===== config.mk =====
export PLATFORM = sky130hd
export DESIGN_NAME = flash_level_timeout_regs
export DESIGN_NICKNAME = d
export VERILOG_FILES = /design/src/rtl/flash_pkg.sv /design/src/rtl/flash_timer_if.sv /design/src/rtl/flash_timer.sv /design/src/rtl/flash_level_timeout_regs.sv
export SDC_FILE = /design/constraint.sdc
export NUM_CORES = 1
export LEC_CHECK = 0
export ABC_AREA = 1
export BUFFER_PORTS_ARGS = -buffer_cell sky130_fd_sc_hd__buf_4
export CORE_MARGIN = 8
export CORE_UTILIZATION = 55
export CTS_BUF_LIST = sky130_fd_sc_hd__clkbuf_16
export DETAILED_ROUTE_END_ITERATION = 10
export PLACE_DENSITY = 0.75
export SLEW_MARGIN = 20
export SYNTH_ARGS = -nofsm -noshare
export SYNTH_HDL_FRONTEND = slang
export SYNTH_HIERARCHICAL = 1
export SYNTH_SLANG_ARGS = --single-unit

===== constraint.sdc =====
create_clock -name sys_clk -period 5.9 [get_ports sys_clk]
set_input_delay 0.59 -clock sys_clk [delete_from_list [all_inputs] [get_ports sys_clk]]
set_output_delay 0.59 -clock sys_clk [all_outputs]
set_load 0.02 [all_outputs]

===== src/rtl/flash_pkg.sv =====
// constants, field layout and types for the flash level and timeout registers
// Contract
// - led1 flash code is current register bits 3:0 at 0xB0, independent of led2
// - led2 flash code is current register bits 7:4
// - flash level is (code+1) times 62.5 mA, 62.5 mA up to 1000 mA
// - both flash nibbles reset to 1101, 875 mA per led
// - timeout code is timeout register bits 4:0 at 0xC0
// - timeout lasts (code+1) times 32 ms, 32 ms up to 1024 ms
// - timeout code resets to 01111, 512 ms
// - peak switch current limit code is timeout register bits 6:5
// - timeout expiry sets a flag; reading the flags register clears it unless an expiry comes in the same cycle
package flash_pkg;
	localparam logic [7:0] ADDR_CURRENT = 8'hB0;
	localparam logic [7:0] ADDR_TIMEOUT = 8'hC0;
	localparam logic [7:0] ADDR_FLAGS = 8'hD0;
	localparam int LED1_LSB = 0;
	localparam int LED2_LSB = 4;
	localparam int TMO_LSB = 0;
	localparam int LIM_LSB = 5;
	localparam int FLAG_TIMEOUT_BIT = 0;
	localparam logic [3:0] CURRENT_RST = 4'hD;
	localparam logic [4:0] TMO_RST = 5'h0F;
	localparam logic [1:0] LIM_RST = 2'h3;
	localparam int STEP_UA = 62500;
	localparam int TIMEOUT_STEP_MS = 32;
	localparam int CLK_HZ = 10000000;
	localparam int STEP_CYCLES = TIMEOUT_STEP_MS * (CLK_HZ / 1000);
	localparam logic [11:0] LIMIT_MA0 = 12'h640;
	localparam logic [11:0] LIMIT_MA1 = 12'h8FC;
	localparam logic [11:0] LIMIT_MA2 = 12'hBB8;
	localparam logic [11:0] LIMIT_MA3 = 12'hE10;
	typedef enum logic [1:0] {
		TMR_IDLE = 2'b01,
		TMR_RUN = 2'b10
	} timer_state_e;
endpackage


===== src/rtl/flash_timer_if.sv =====
// signals between the register bank and the flash timeout timer
interface flash_timer_if;
	logic start;
	logic stop;
	logic [4:0] code;
	logic active;
	logic expired;
	modport ctrl (output start, output stop, output code, input active, input expired);
	modport timer (input start, input stop, input code, output active, output expired);
endinterface


===== src/rtl/flash_timer.sv =====
// flash timeout timer, counts (code+1) steps of one timeout step each
module flash_timer #(
	parameter int STEP_CYCLES = flash_pkg::STEP_CYCLES
) (
	input wire logic sys_clk,
	input wire logic rst,
	flash_timer_if.timer tif
);
	typedef struct packed {
		flash_pkg::timer_state_e state;
		logic [23:0] stepCnt;
		logic [4:0] stepsLeft;
		logic expired;
	} timer_s;

	timer_s q, d;

	always_comb begin
		d = q;
		d.expired = 1'b0;
		unique case (q.state)
			flash_pkg::TMR_IDLE: begin
				if (tif.start) begin
					d.state = flash_pkg::TMR_RUN;
					d.stepCnt = '0;
					d.stepsLeft = tif.code; // code latched, later writes wait for next pulse
				end
			end
			flash_pkg::TMR_RUN: begin
				if (tif.stop) begin
					d.state = flash_pkg::TMR_IDLE;
				end else if (q.stepCnt == 24'(STEP_CYCLES - 1)) begin
					d.stepCnt = '0;
					if (q.stepsLeft == 5'h00) begin
						d.state = flash_pkg::TMR_IDLE;
						d.expired = 1'b1;
					end else begin
						d.stepsLeft = q.stepsLeft - 5'h01;
					end
				end else begin
					d.stepCnt = q.stepCnt + 24'h000001;
				end
			end
		endcase
	end

	always_ff @(posedge sys_clk) begin
		if (rst) begin
			q <= '{state: flash_pkg::TMR_IDLE, stepCnt: '0, stepsLeft: '0, expired: 1'b0};
		end else begin
			q <= d;
		end
	end

	assign tif.active = (q.state == flash_pkg::TMR_RUN);
	assign tif.expired = q.expired;

	// helper: cycles spent in the current pulse and the code it began with
	logic [31:0] elapsed;
	logic [4:0] startCode;
	always_ff @(posedge sys_clk) begin
		if (rst || !tif.active) begin
			elapsed <= '0;
		end else begin
			elapsed <= elapsed + 32'h00000001;
		end
		if (!tif.active && tif.start) begin
			startCode <= tif.code;
		end
	end

	a_expire_duration: assert property (@(posedge sys_clk) disable iff (rst)
		$rose(q.expired) |-> $past(elapsed) == 32'((32'(startCode) + 1) * STEP_CYCLES - 1))
		else $error("timeout did not last (code+1) steps");
	a_start_runs: assert property (@(posedge sys_clk) disable iff (rst)
		(!tif.active && tif.start) |=> tif.active && !tif.expired)
		else $error("flash pulse did not start the timer");
	a_expire_ends: assert property (@(posedge sys_clk) disable iff (rst)
		tif.expired |-> !tif.active ##1 !tif.expired)
		else $error("expiry did not end the pulse");
endmodule


===== src/rtl/flash_level_timeout_regs.sv =====
// flash current and flash timeout registers with decode and timeout flag
module flash_level_timeout_regs #(
	parameter int STEP_CYCLES = flash_pkg::STEP_CYCLES
) (
	input wire logic sys_clk,
	input wire logic rst,
	input wire logic [7:0] regAddr,
	input wire logic [7:0] regWrData,
	input wire logic regWrEn,
	input wire logic regRdEn,
	output logic [7:0] regRdData,
	input wire logic flashStart,
	input wire logic flashStop,
	output logic flashActive,
	output logic [3:0] led1_flash_code,
	output logic [3:0] led2_flash_code,
	output logic [19:0] led1CurrentUa,
	output logic [19:0] led2CurrentUa,
	output logic [4:0] timeout_sel,
	output logic [10:0] timeoutMs,
	output logic [1:0] limit_sel,
	output logic [11:0] limitMa,
	output logic timeoutFlag
);
	typedef struct packed {
		logic [7:0] current;
		logic [6:0] tmoLim;
		logic timeoutFlag;
		logic [7:0] rdData;
		logic [19:0] led1Ua;
		logic [19:0] led2Ua;
		logic [10:0] tmoMs;
		logic [11:0] limMa;
	} regs_s;

	regs_s q, d;
	flash_timer_if tif ();

	flash_timer #(.STEP_CYCLES(STEP_CYCLES)) timer (
		.sys_clk(sys_clk),
		.rst(rst),
		.tif(tif)
	);

	assign tif.start = flashStart;
	assign tif.stop = flashStop;
	assign tif.code = q.tmoLim[flash_pkg::TMO_LSB +: 5];

	function automatic logic [19:0] level_ua(input logic [3:0] code);
		level_ua = 20'((32'(code) + 1) * flash_pkg::STEP_UA);
	endfunction

	always_comb begin
		d = q;
		if (regWrEn) begin
			unique case (regAddr)
				flash_pkg::ADDR_CURRENT: d.current = regWrData;
				flash_pkg::ADDR_TIMEOUT: d.tmoLim = regWrData[6:0];
				default: ;
			endcase
		end
		// reading clears, but an expiry in the same cycle wins
		if (regRdEn && regAddr == flash_pkg::ADDR_FLAGS) begin
			d.timeoutFlag = 1'b0;
		end
		if (tif.expired) begin
			d.timeoutFlag = 1'b1;
		end
		if (regRdEn) begin
			unique case (regAddr)
				flash_pkg::ADDR_CURRENT: d.rdData = q.current;
				flash_pkg::ADDR_TIMEOUT: d.rdData = {1'b0, q.tmoLim};
				flash_pkg::ADDR_FLAGS: d.rdData = 8'(q.timeoutFlag) << flash_pkg::FLAG_TIMEOUT_BIT;
				default: d.rdData = 8'h00;
			endcase
		end
		d.led1Ua = level_ua(q.current[flash_pkg::LED1_LSB +: 4]);
		d.led2Ua = level_ua(q.current[flash_pkg::LED2_LSB +: 4]);
		d.tmoMs = 11'((32'(q.tmoLim[flash_pkg::TMO_LSB +: 5]) + 1) * flash_pkg::TIMEOUT_STEP_MS);
		unique case (q.tmoLim[flash_pkg::LIM_LSB +: 2])
			2'h0: d.limMa = flash_pkg::LIMIT_MA0;
			2'h1: d.limMa = flash_pkg::LIMIT_MA1;
			2'h2: d.limMa = flash_pkg::LIMIT_MA2;
			2'h3: d.limMa = flash_pkg::LIMIT_MA3;
		endcase
	end

	always_ff @(posedge sys_clk) begin
		if (rst) begin
			q.current <= {flash_pkg::CURRENT_RST, flash_pkg::CURRENT_RST};
			q.tmoLim <= {flash_pkg::LIM_RST, flash_pkg::TMO_RST};
			q.timeoutFlag <= 1'b0;
			q.rdData <= 8'h00;
			q.led1Ua <= 20'((32'(flash_pkg::CURRENT_RST) + 1) * flash_pkg::STEP_UA);
			q.led2Ua <= 20'((32'(flash_pkg::CURRENT_RST) + 1) * flash_pkg::STEP_UA);
			q.tmoMs <= 11'((32'(flash_pkg::TMO_RST) + 1) * flash_pkg::TIMEOUT_STEP_MS);
			q.limMa <= flash_pkg::LIMIT_MA3;
		end else begin
			q <= d;
		end
	end

	assign regRdData = q.rdData;
	assign flashActive = tif.active;
	assign led1_flash_code = q.current[flash_pkg::LED1_LSB +: 4];
	assign led2_flash_code = q.current[flash_pkg::LED2_LSB +: 4];
	assign led1CurrentUa = q.led1Ua;
	assign led2CurrentUa = q.led2Ua;
	assign timeout_sel = q.tmoLim[flash_pkg::TMO_LSB +: 5];
	assign timeoutMs = q.tmoMs;
	assign limit_sel = q.tmoLim[flash_pkg::LIM_LSB +: 2];
	assign limitMa = q.limMa;
	assign timeoutFlag = q.timeoutFlag;

	a_reset_defaults: assert property (@(posedge sys_clk)
		rst |=> led1_flash_code == 4'hD && led2_flash_code == 4'hD && timeout_sel == 5'h0F
			&& limit_sel == 2'h3 && !timeoutFlag)
		else $error("wrong values after reset");
	a_led1_independent: assert property (@(posedge sys_clk) disable iff (rst)
		(regWrEn && regAddr == 8'hB0) |=> led1_flash_code == $past(regWrData[3:0])
			&& led2_flash_code == $past(regWrData[7:4]))
		else $error("flash current write not split into nibbles");
	a_level_decode: assert property (@(posedge sys_clk) disable iff (rst)
		$stable(led1_flash_code) |=> led1CurrentUa
			== 20'((32'($past(led1_flash_code)) + 1) * flash_pkg::STEP_UA))
		else $error("led1 flash level decode wrong");
	a_timeout_decode: assert property (@(posedge sys_clk) disable iff (rst)
		(regWrEn && regAddr == 8'hC0) ##1 !regWrEn [*2] |-> timeoutMs == 11'((32'(timeout_sel) + 1) * 32))
		else $error("timeout decode wrong");
	a_limit_decode: assert property (@(posedge sys_clk) disable iff (rst)
		(regWrEn && regAddr == 8'hC0 && regWrData[6:5] == 2'h0) ##1 !regWrEn |=> limitMa == 12'h640)
		else $error("limit decode wrong");
	a_flag_set: assert property (@(posedge sys_clk) disable iff (rst)
		tif.expired |=> timeoutFlag)
		else $error("expiry did not set the flag");
	a_flag_clear: assert property (@(posedge sys_clk) disable iff (rst)
		(regRdEn && regAddr == 8'hD0 && !tif.expired) |=> !timeoutFlag
			&& regRdData[0] == $past(timeoutFlag))
		else $error("flags read did not clear and report");
	a_bit7_unused: assert property (@(posedge sys_clk) disable iff (rst)
		(regRdEn && regAddr == 8'hC0) |=> !regRdData[7])
		else $error("unused bit read back set");

	// decoded outputs lag their codes by one cycle, so these checks look one cycle back
	a_led2_decode: assert property (@(posedge sys_clk) disable iff (rst)
		1'b1 |=> led2CurrentUa
			== 20'((32'($past(led2_flash_code)) + 1) * flash_pkg::STEP_UA))
		else $error("led2 flash level decode wrong");

	a_reset_decode: assert property (@(posedge sys_clk)
		rst |=> led1CurrentUa == 20'hD59F8 && led2CurrentUa == 20'hD59F8 && timeoutMs == 11'h200
			&& limitMa == 12'hE10 && !flashActive && regRdData == 8'h00)
		else $error("decoded values wrong after reset");

	a_current_hold: assert property (@(posedge sys_clk) disable iff (rst)
		!(regWrEn && regAddr == flash_pkg::ADDR_CURRENT)
			|=> $stable(led1_flash_code) && $stable(led2_flash_code))
		else $error("flash current changed without a write");

	a_read_current: assert property (@(posedge sys_clk) disable iff (rst)
		(regRdEn && regAddr == flash_pkg::ADDR_CURRENT) |=> regRdData[3:0] == $past(led1_flash_code)
			&& regRdData[7:4] == $past(led2_flash_code))
		else $error("flash current read back wrong");

	a_timeout_write: assert property (@(posedge sys_clk) disable iff (rst)
		(regWrEn && regAddr == flash_pkg::ADDR_TIMEOUT) |=> timeout_sel == $past(regWrData[4:0]))
		else $error("timeout code not taken from bits 4:0");

	a_timeout_hold: assert property (@(posedge sys_clk) disable iff (rst)
		!(regWrEn && regAddr == flash_pkg::ADDR_TIMEOUT)
			|=> $stable(timeout_sel) && $stable(limit_sel))
		else $error("timeout register changed without a write");

	a_read_timeout: assert property (@(posedge sys_clk) disable iff (rst)
		(regRdEn && regAddr == flash_pkg::ADDR_TIMEOUT) |=> regRdData[4:0] == $past(timeout_sel)
			&& regRdData[6:5] == $past(limit_sel))
		else $error("timeout register read back wrong");

	a_timeout_every: assert property (@(posedge sys_clk) disable iff (rst)
		1'b1 |=> timeoutMs
			== 11'((32'($past(timeout_sel)) + 1) * flash_pkg::TIMEOUT_STEP_MS))
		else $error("timeout duration decode wrong");

	a_limit_write: assert property (@(posedge sys_clk) disable iff (rst)
		(regWrEn && regAddr == flash_pkg::ADDR_TIMEOUT) |=> limit_sel == $past(regWrData[6:5]))
		else $error("limit code not taken from bits 6:5");

	a_limit_table: assert property (@(posedge sys_clk) disable iff (rst)
		1'b1 |=> ($past(limit_sel) == 2'h0 && limitMa == 12'h640)
			|| ($past(limit_sel) == 2'h1 && limitMa == 12'h8FC)
			|| ($past(limit_sel) == 2'h2 && limitMa == 12'hBB8)
			|| ($past(limit_sel) == 2'h3 && limitMa == 12'hE10))
		else $error("limit decode table wrong");

	a_read_flags: assert property (@(posedge sys_clk) disable iff (rst)
		(regRdEn && regAddr == flash_pkg::ADDR_FLAGS) |=> regRdData[7:1] == 7'h00)
		else $error("unused flag bits read back set");

	a_flag_holds: assert property (@(posedge sys_clk) disable iff (rst)
		(!tif.expired && !(regRdEn && regAddr == flash_pkg::ADDR_FLAGS))
			|=> $stable(timeoutFlag))
		else $error("timeout flag changed without expiry or read");

	a_flag_cause: assert property (@(posedge sys_clk) disable iff (rst)
		$rose(timeoutFlag) |-> $past(tif.expired))
		else $error("timeout flag set without expiry");

	a_stop_ends: assert property (@(posedge sys_clk) disable iff (rst)
		(flashActive && flashStop) |=> !flashActive && !tif.expired)
		else $error("stop did not end the pulse quietly");

	a_fall_cause: assert property (@(posedge sys_clk) disable iff (rst)
		$fell(flashActive) |-> tif.expired || $past(flashStop))
		else $error("pulse ended without expiry or stop");

	a_start_ignored: assert property (@(posedge sys_clk) disable iff (rst)
		(flashActive && flashStart && !flashStop) |=> flashActive || tif.expired)
		else $error("start during a pulse disturbed it");

	a_stop_idle: assert property (@(posedge sys_clk) disable iff (rst)
		(!flashActive && flashStop && !flashStart) |=> !flashActive)
		else $error("stop while idle started a pulse");

	a_idle_quiet: assert property (@(posedge sys_clk) disable iff (rst)
		!flashActive |=> !tif.expired)
		else $error("expiry reported while idle");
endmodule


==> reports/metrics.csv <==
metric;value;unit
status;finished clean;
antenna viol nets, final;0;
r2r startpoint;led2_flash_code[0]$_SDFFE_PP1P_;
CP max FO;16;
Fin Setup TNS;0;ns
Max VDD drop;0.216;mV
Max Buffers Root-to-Sink;2;
initial antenna violation count;0;
Synth Cell Area;0.00644;sq mm
CP required;6.14;ns
register area share after synthesis;32.6;%
Hold Path Class;input port to register;
Slew @ Worst Pin;0.768;ns
CTS Root Cell;clkbuf_16;
DRT Pass-1 Iters;5;
most numerous cell on the critical path;inv_1;
critical path capture point type;register;
critical register-to-register path endpoint;led2CurrentUa[18]$_SDFF_PP1_;
achievable frequency;227;MHz
Critical Path Max Stage Delay;0.72;ns
vias in the first global route;5440;
# diodes;0;
Layout fillers;1053;
CP Launch Type;register;
Final Max Slew Viols;0;
GRT overflow;0;
Resize count post-CTS;0;
Clk pwr share;40.1;%
number of synthesized flops with an enable pin;0;
highest-count cells in the layout ignoring fill and taps;nand2_1 (200), inv_1 (118), dfxtp_1 (105), nor2_1 (102), buf_4 (99);
r2r setup slk;1.50;ns
# H-tree levels;3;
WL final;16600;um
Comb pwr share;9.3;%
fin crit share;74.6;%
Main synth FF type;dfxtp_1;
Overall Power;1.43;mW
P_sw;0.382;mW
Die Ht;124;um
Leak;3.55;nW
RD Place Congestion;0.979;
DRC Markers;0;
Async S/R FF share, synth;0;%
Die W;124;um
Cell Pwr Density;192;mW/mm^2
Num CTS Buffers;9;
Iter 0 DRT Violations;603;
num ports;110;
Clock transition at path regs;0.07;ns
Layout area overhead;16.1;%
Worst Skew;0.0120;ns
Core Region;0.0114;sq mm
Mapped Cells;900;
Max-cap violations;0;
post-DR wirelength/cell;14.6;um
Vias/cell;5.20;
final setup vio count;0;
GRT Resource Usage Total;21.7;%
share of the synthesized area in the top cell type;32.6;%
minimum clock period;4.40;ns
Internal;1.05;mW
row count;39;
via count;5918;
Crit Path Class;register to register;
I/O Buffers;98;
mean area per synthesized cell;7.15;sq um
CTS sink cnt;105;
sw frac;26.6;%
slowest stage cell, crit path;dfxtp_1;
DP HPWL;12900;um
critical path, cell by cell;ha_1 > nand2_1 > nor2_4 > inv_1 > fa_1 > inv_1 > fa_1 > inv_1 > ha_1 > ha_1 > inv_1 > nor3_1 > inv_1 > nor3_1 > nand3_1 > nand3_1 > nand3_1;
Max transition margin;48.7;%
main area contributors after synthesis;dfxtp_1 (33%), nand2_1 (12%), ha_1 (10%);
TritonCTS clock tree;done;
stages on the worst setup path;17;
depth of the most critical reg-to-reg path;17;
Sequential Power Share;50.5;%
layout cell share with drive strength beyond 1;15.7;%
RSZ-0062 raised after global routing;false;
Hold Crit Depth;3;
Hold Buf Count CTS;0;
clk_lat worst skew;0.36;ns
CP startpoint;led2_flash_code[0]$_SDFFE_PP1P_;
worst setup path end;led2CurrentUa[18]$_SDFF_PP1_;
nets@finish;1078;
library cells used by synthesis;42;
Synth area leader;dfxtp_1;
arrival time at the worst endpoint;4.64;ns
final-report hold violation count;0;
die area;0.0154;sq mm
yosys warns;6;
first-pass GRT wire length;26500;um
CP bufs+invs;5;
commonest non-fill, non-tap cell in the layout;nand2_1;
largest net degree at the start of global routing;31;
Top delay family on crit path;adder cells;
post-CTS setup buffers;0;
Initial Util;56.4;%
#FFs+latches synth;105;
## power by group through the flow
stage	sequential, mW	clock (mW)	combinational [mW]
3_5_place_dp	0.741	0	0.132
2_1_floorplan	0.744	0	0.0926
3_3_place_gp	0.740	0	0.130
6_report	0.724	0.575	0.134
5_1_grt	0.725	0.617	0.148
4_1_cts	0.724	0.588	0.133
## worst min-delay path: stages
cell      delay, ns
buf_4          0.08
nand2_1        0.04
o211ai_1       0.06
## worst min-delay path by stage
stage	start	to	slack, ns
3_5_place_dp	timer/tif.expired$_SDFF_PP0_	timeoutFlag$_SDFFE_PP0P_	0.43
3_3_place_gp	timer/tif.expired$_SDFF_PP0_	timeoutFlag$_SDFFE_PP0P_	0.44
6_report	regWrData[7]	led2_flash_code[3]$_SDFFE_PP1P_	0.45
4_1_cts	regWrData[7]	led2_flash_code[3]$_SDFFE_PP1P_	0.44
5_1_grt	regWrData[4]	led2_flash_code[0]$_SDFFE_PP1P_	0.45
2_1_floorplan	timer/tif.expired$_SDFF_PP0_	timeoutFlag$_SDFFE_PP0P_	0.41
## layer usage
metal,part of all wire [%],routed length (um),GRT usage (%),up-vias
li1,-,-,-,3041
met1,45,7430,27.8,2662
met2,46,7640,35.2,200
met3,8.3,1380,6.84,15
met4,0.94,156,4.61,0
met5,0,0,0,-
## kinds of logic (layout without fill, tap and decap cells)
family	count (synthesis)	count (layout)	synth area share, %
flip-flops	105	105	32.6
XOR/XNOR	15	15	2.04
AND/OR/NAND/NOR	453	453	31.5
adder cells (fa/ha/maj)	66	66	14.2
AO/OA/AOI/OAI	102	102	8.86
other	1	11	0.0582
buffers and inverters	158	242	10.6
## state kept, by name, indices dropped and copies added (netlist names)
register	flops
timer/q	31
limitMa	7
led2_flash_code	4
timeoutFlag	1
limit_sel	2
timeoutMs	6
timeout_sel	5
timer/tif.expired	1
led2CurrentUa	18
regRdData	8
led1_flash_code	4
led1CurrentUa	18
## synth_stat cells (5+ instances only)
| cell type | number |
|---|---|
| clkbuf_1 | 10 |
| o211ai_1 | 5 |
| nor3_1 | 24 |
| a21oi_1 | 47 |
| o21ai_0 | 38 |
| ha_1 | 54 |
| nand4_1 | 18 |
| nor2_1 | 102 |
| inv_1 | 118 |
| inv_2 | 8 |
| fa_1 | 12 |
| buf_4 | 16 |
| nand2_1 | 200 |
| xnor2_1 | 6 |
| dfxtp_1 | 105 |
| nand2_2 | 9 |
| xor2_1 | 9 |
| nand3_1 | 73 |
## final cells by class
type	count	area (sq um)	share of cell area, %
Clock buffer	9	225	3.01
Clock inverter	6	50.0	0.670
Sequential cell	105	2100	28.1
Tap cell	143	179	2.39
Timing Repair Buffer	99	743	9.94
Inverter	128	485	6.49
Multi-Input combinational cell	647	3690	49.4
## per-stage QoR
stage                     instance area [sq um]  util, %  hold slack [ns]  cells  setup slack [ns]
after floorplan                            6480        -            0.413    910              2.06
after global placement                     7200     63.1            0.439   1122              1.71
after detailed placement                   7200     63.1            0.427   1122              1.58
after CTS                                  7470     65.5            0.438   1137              1.57
after global routing                       7470     65.5            0.447   1137              1.06
final                                      7470     65.5            0.447   1137              1.50
Power figures use the tool's default switching activity.
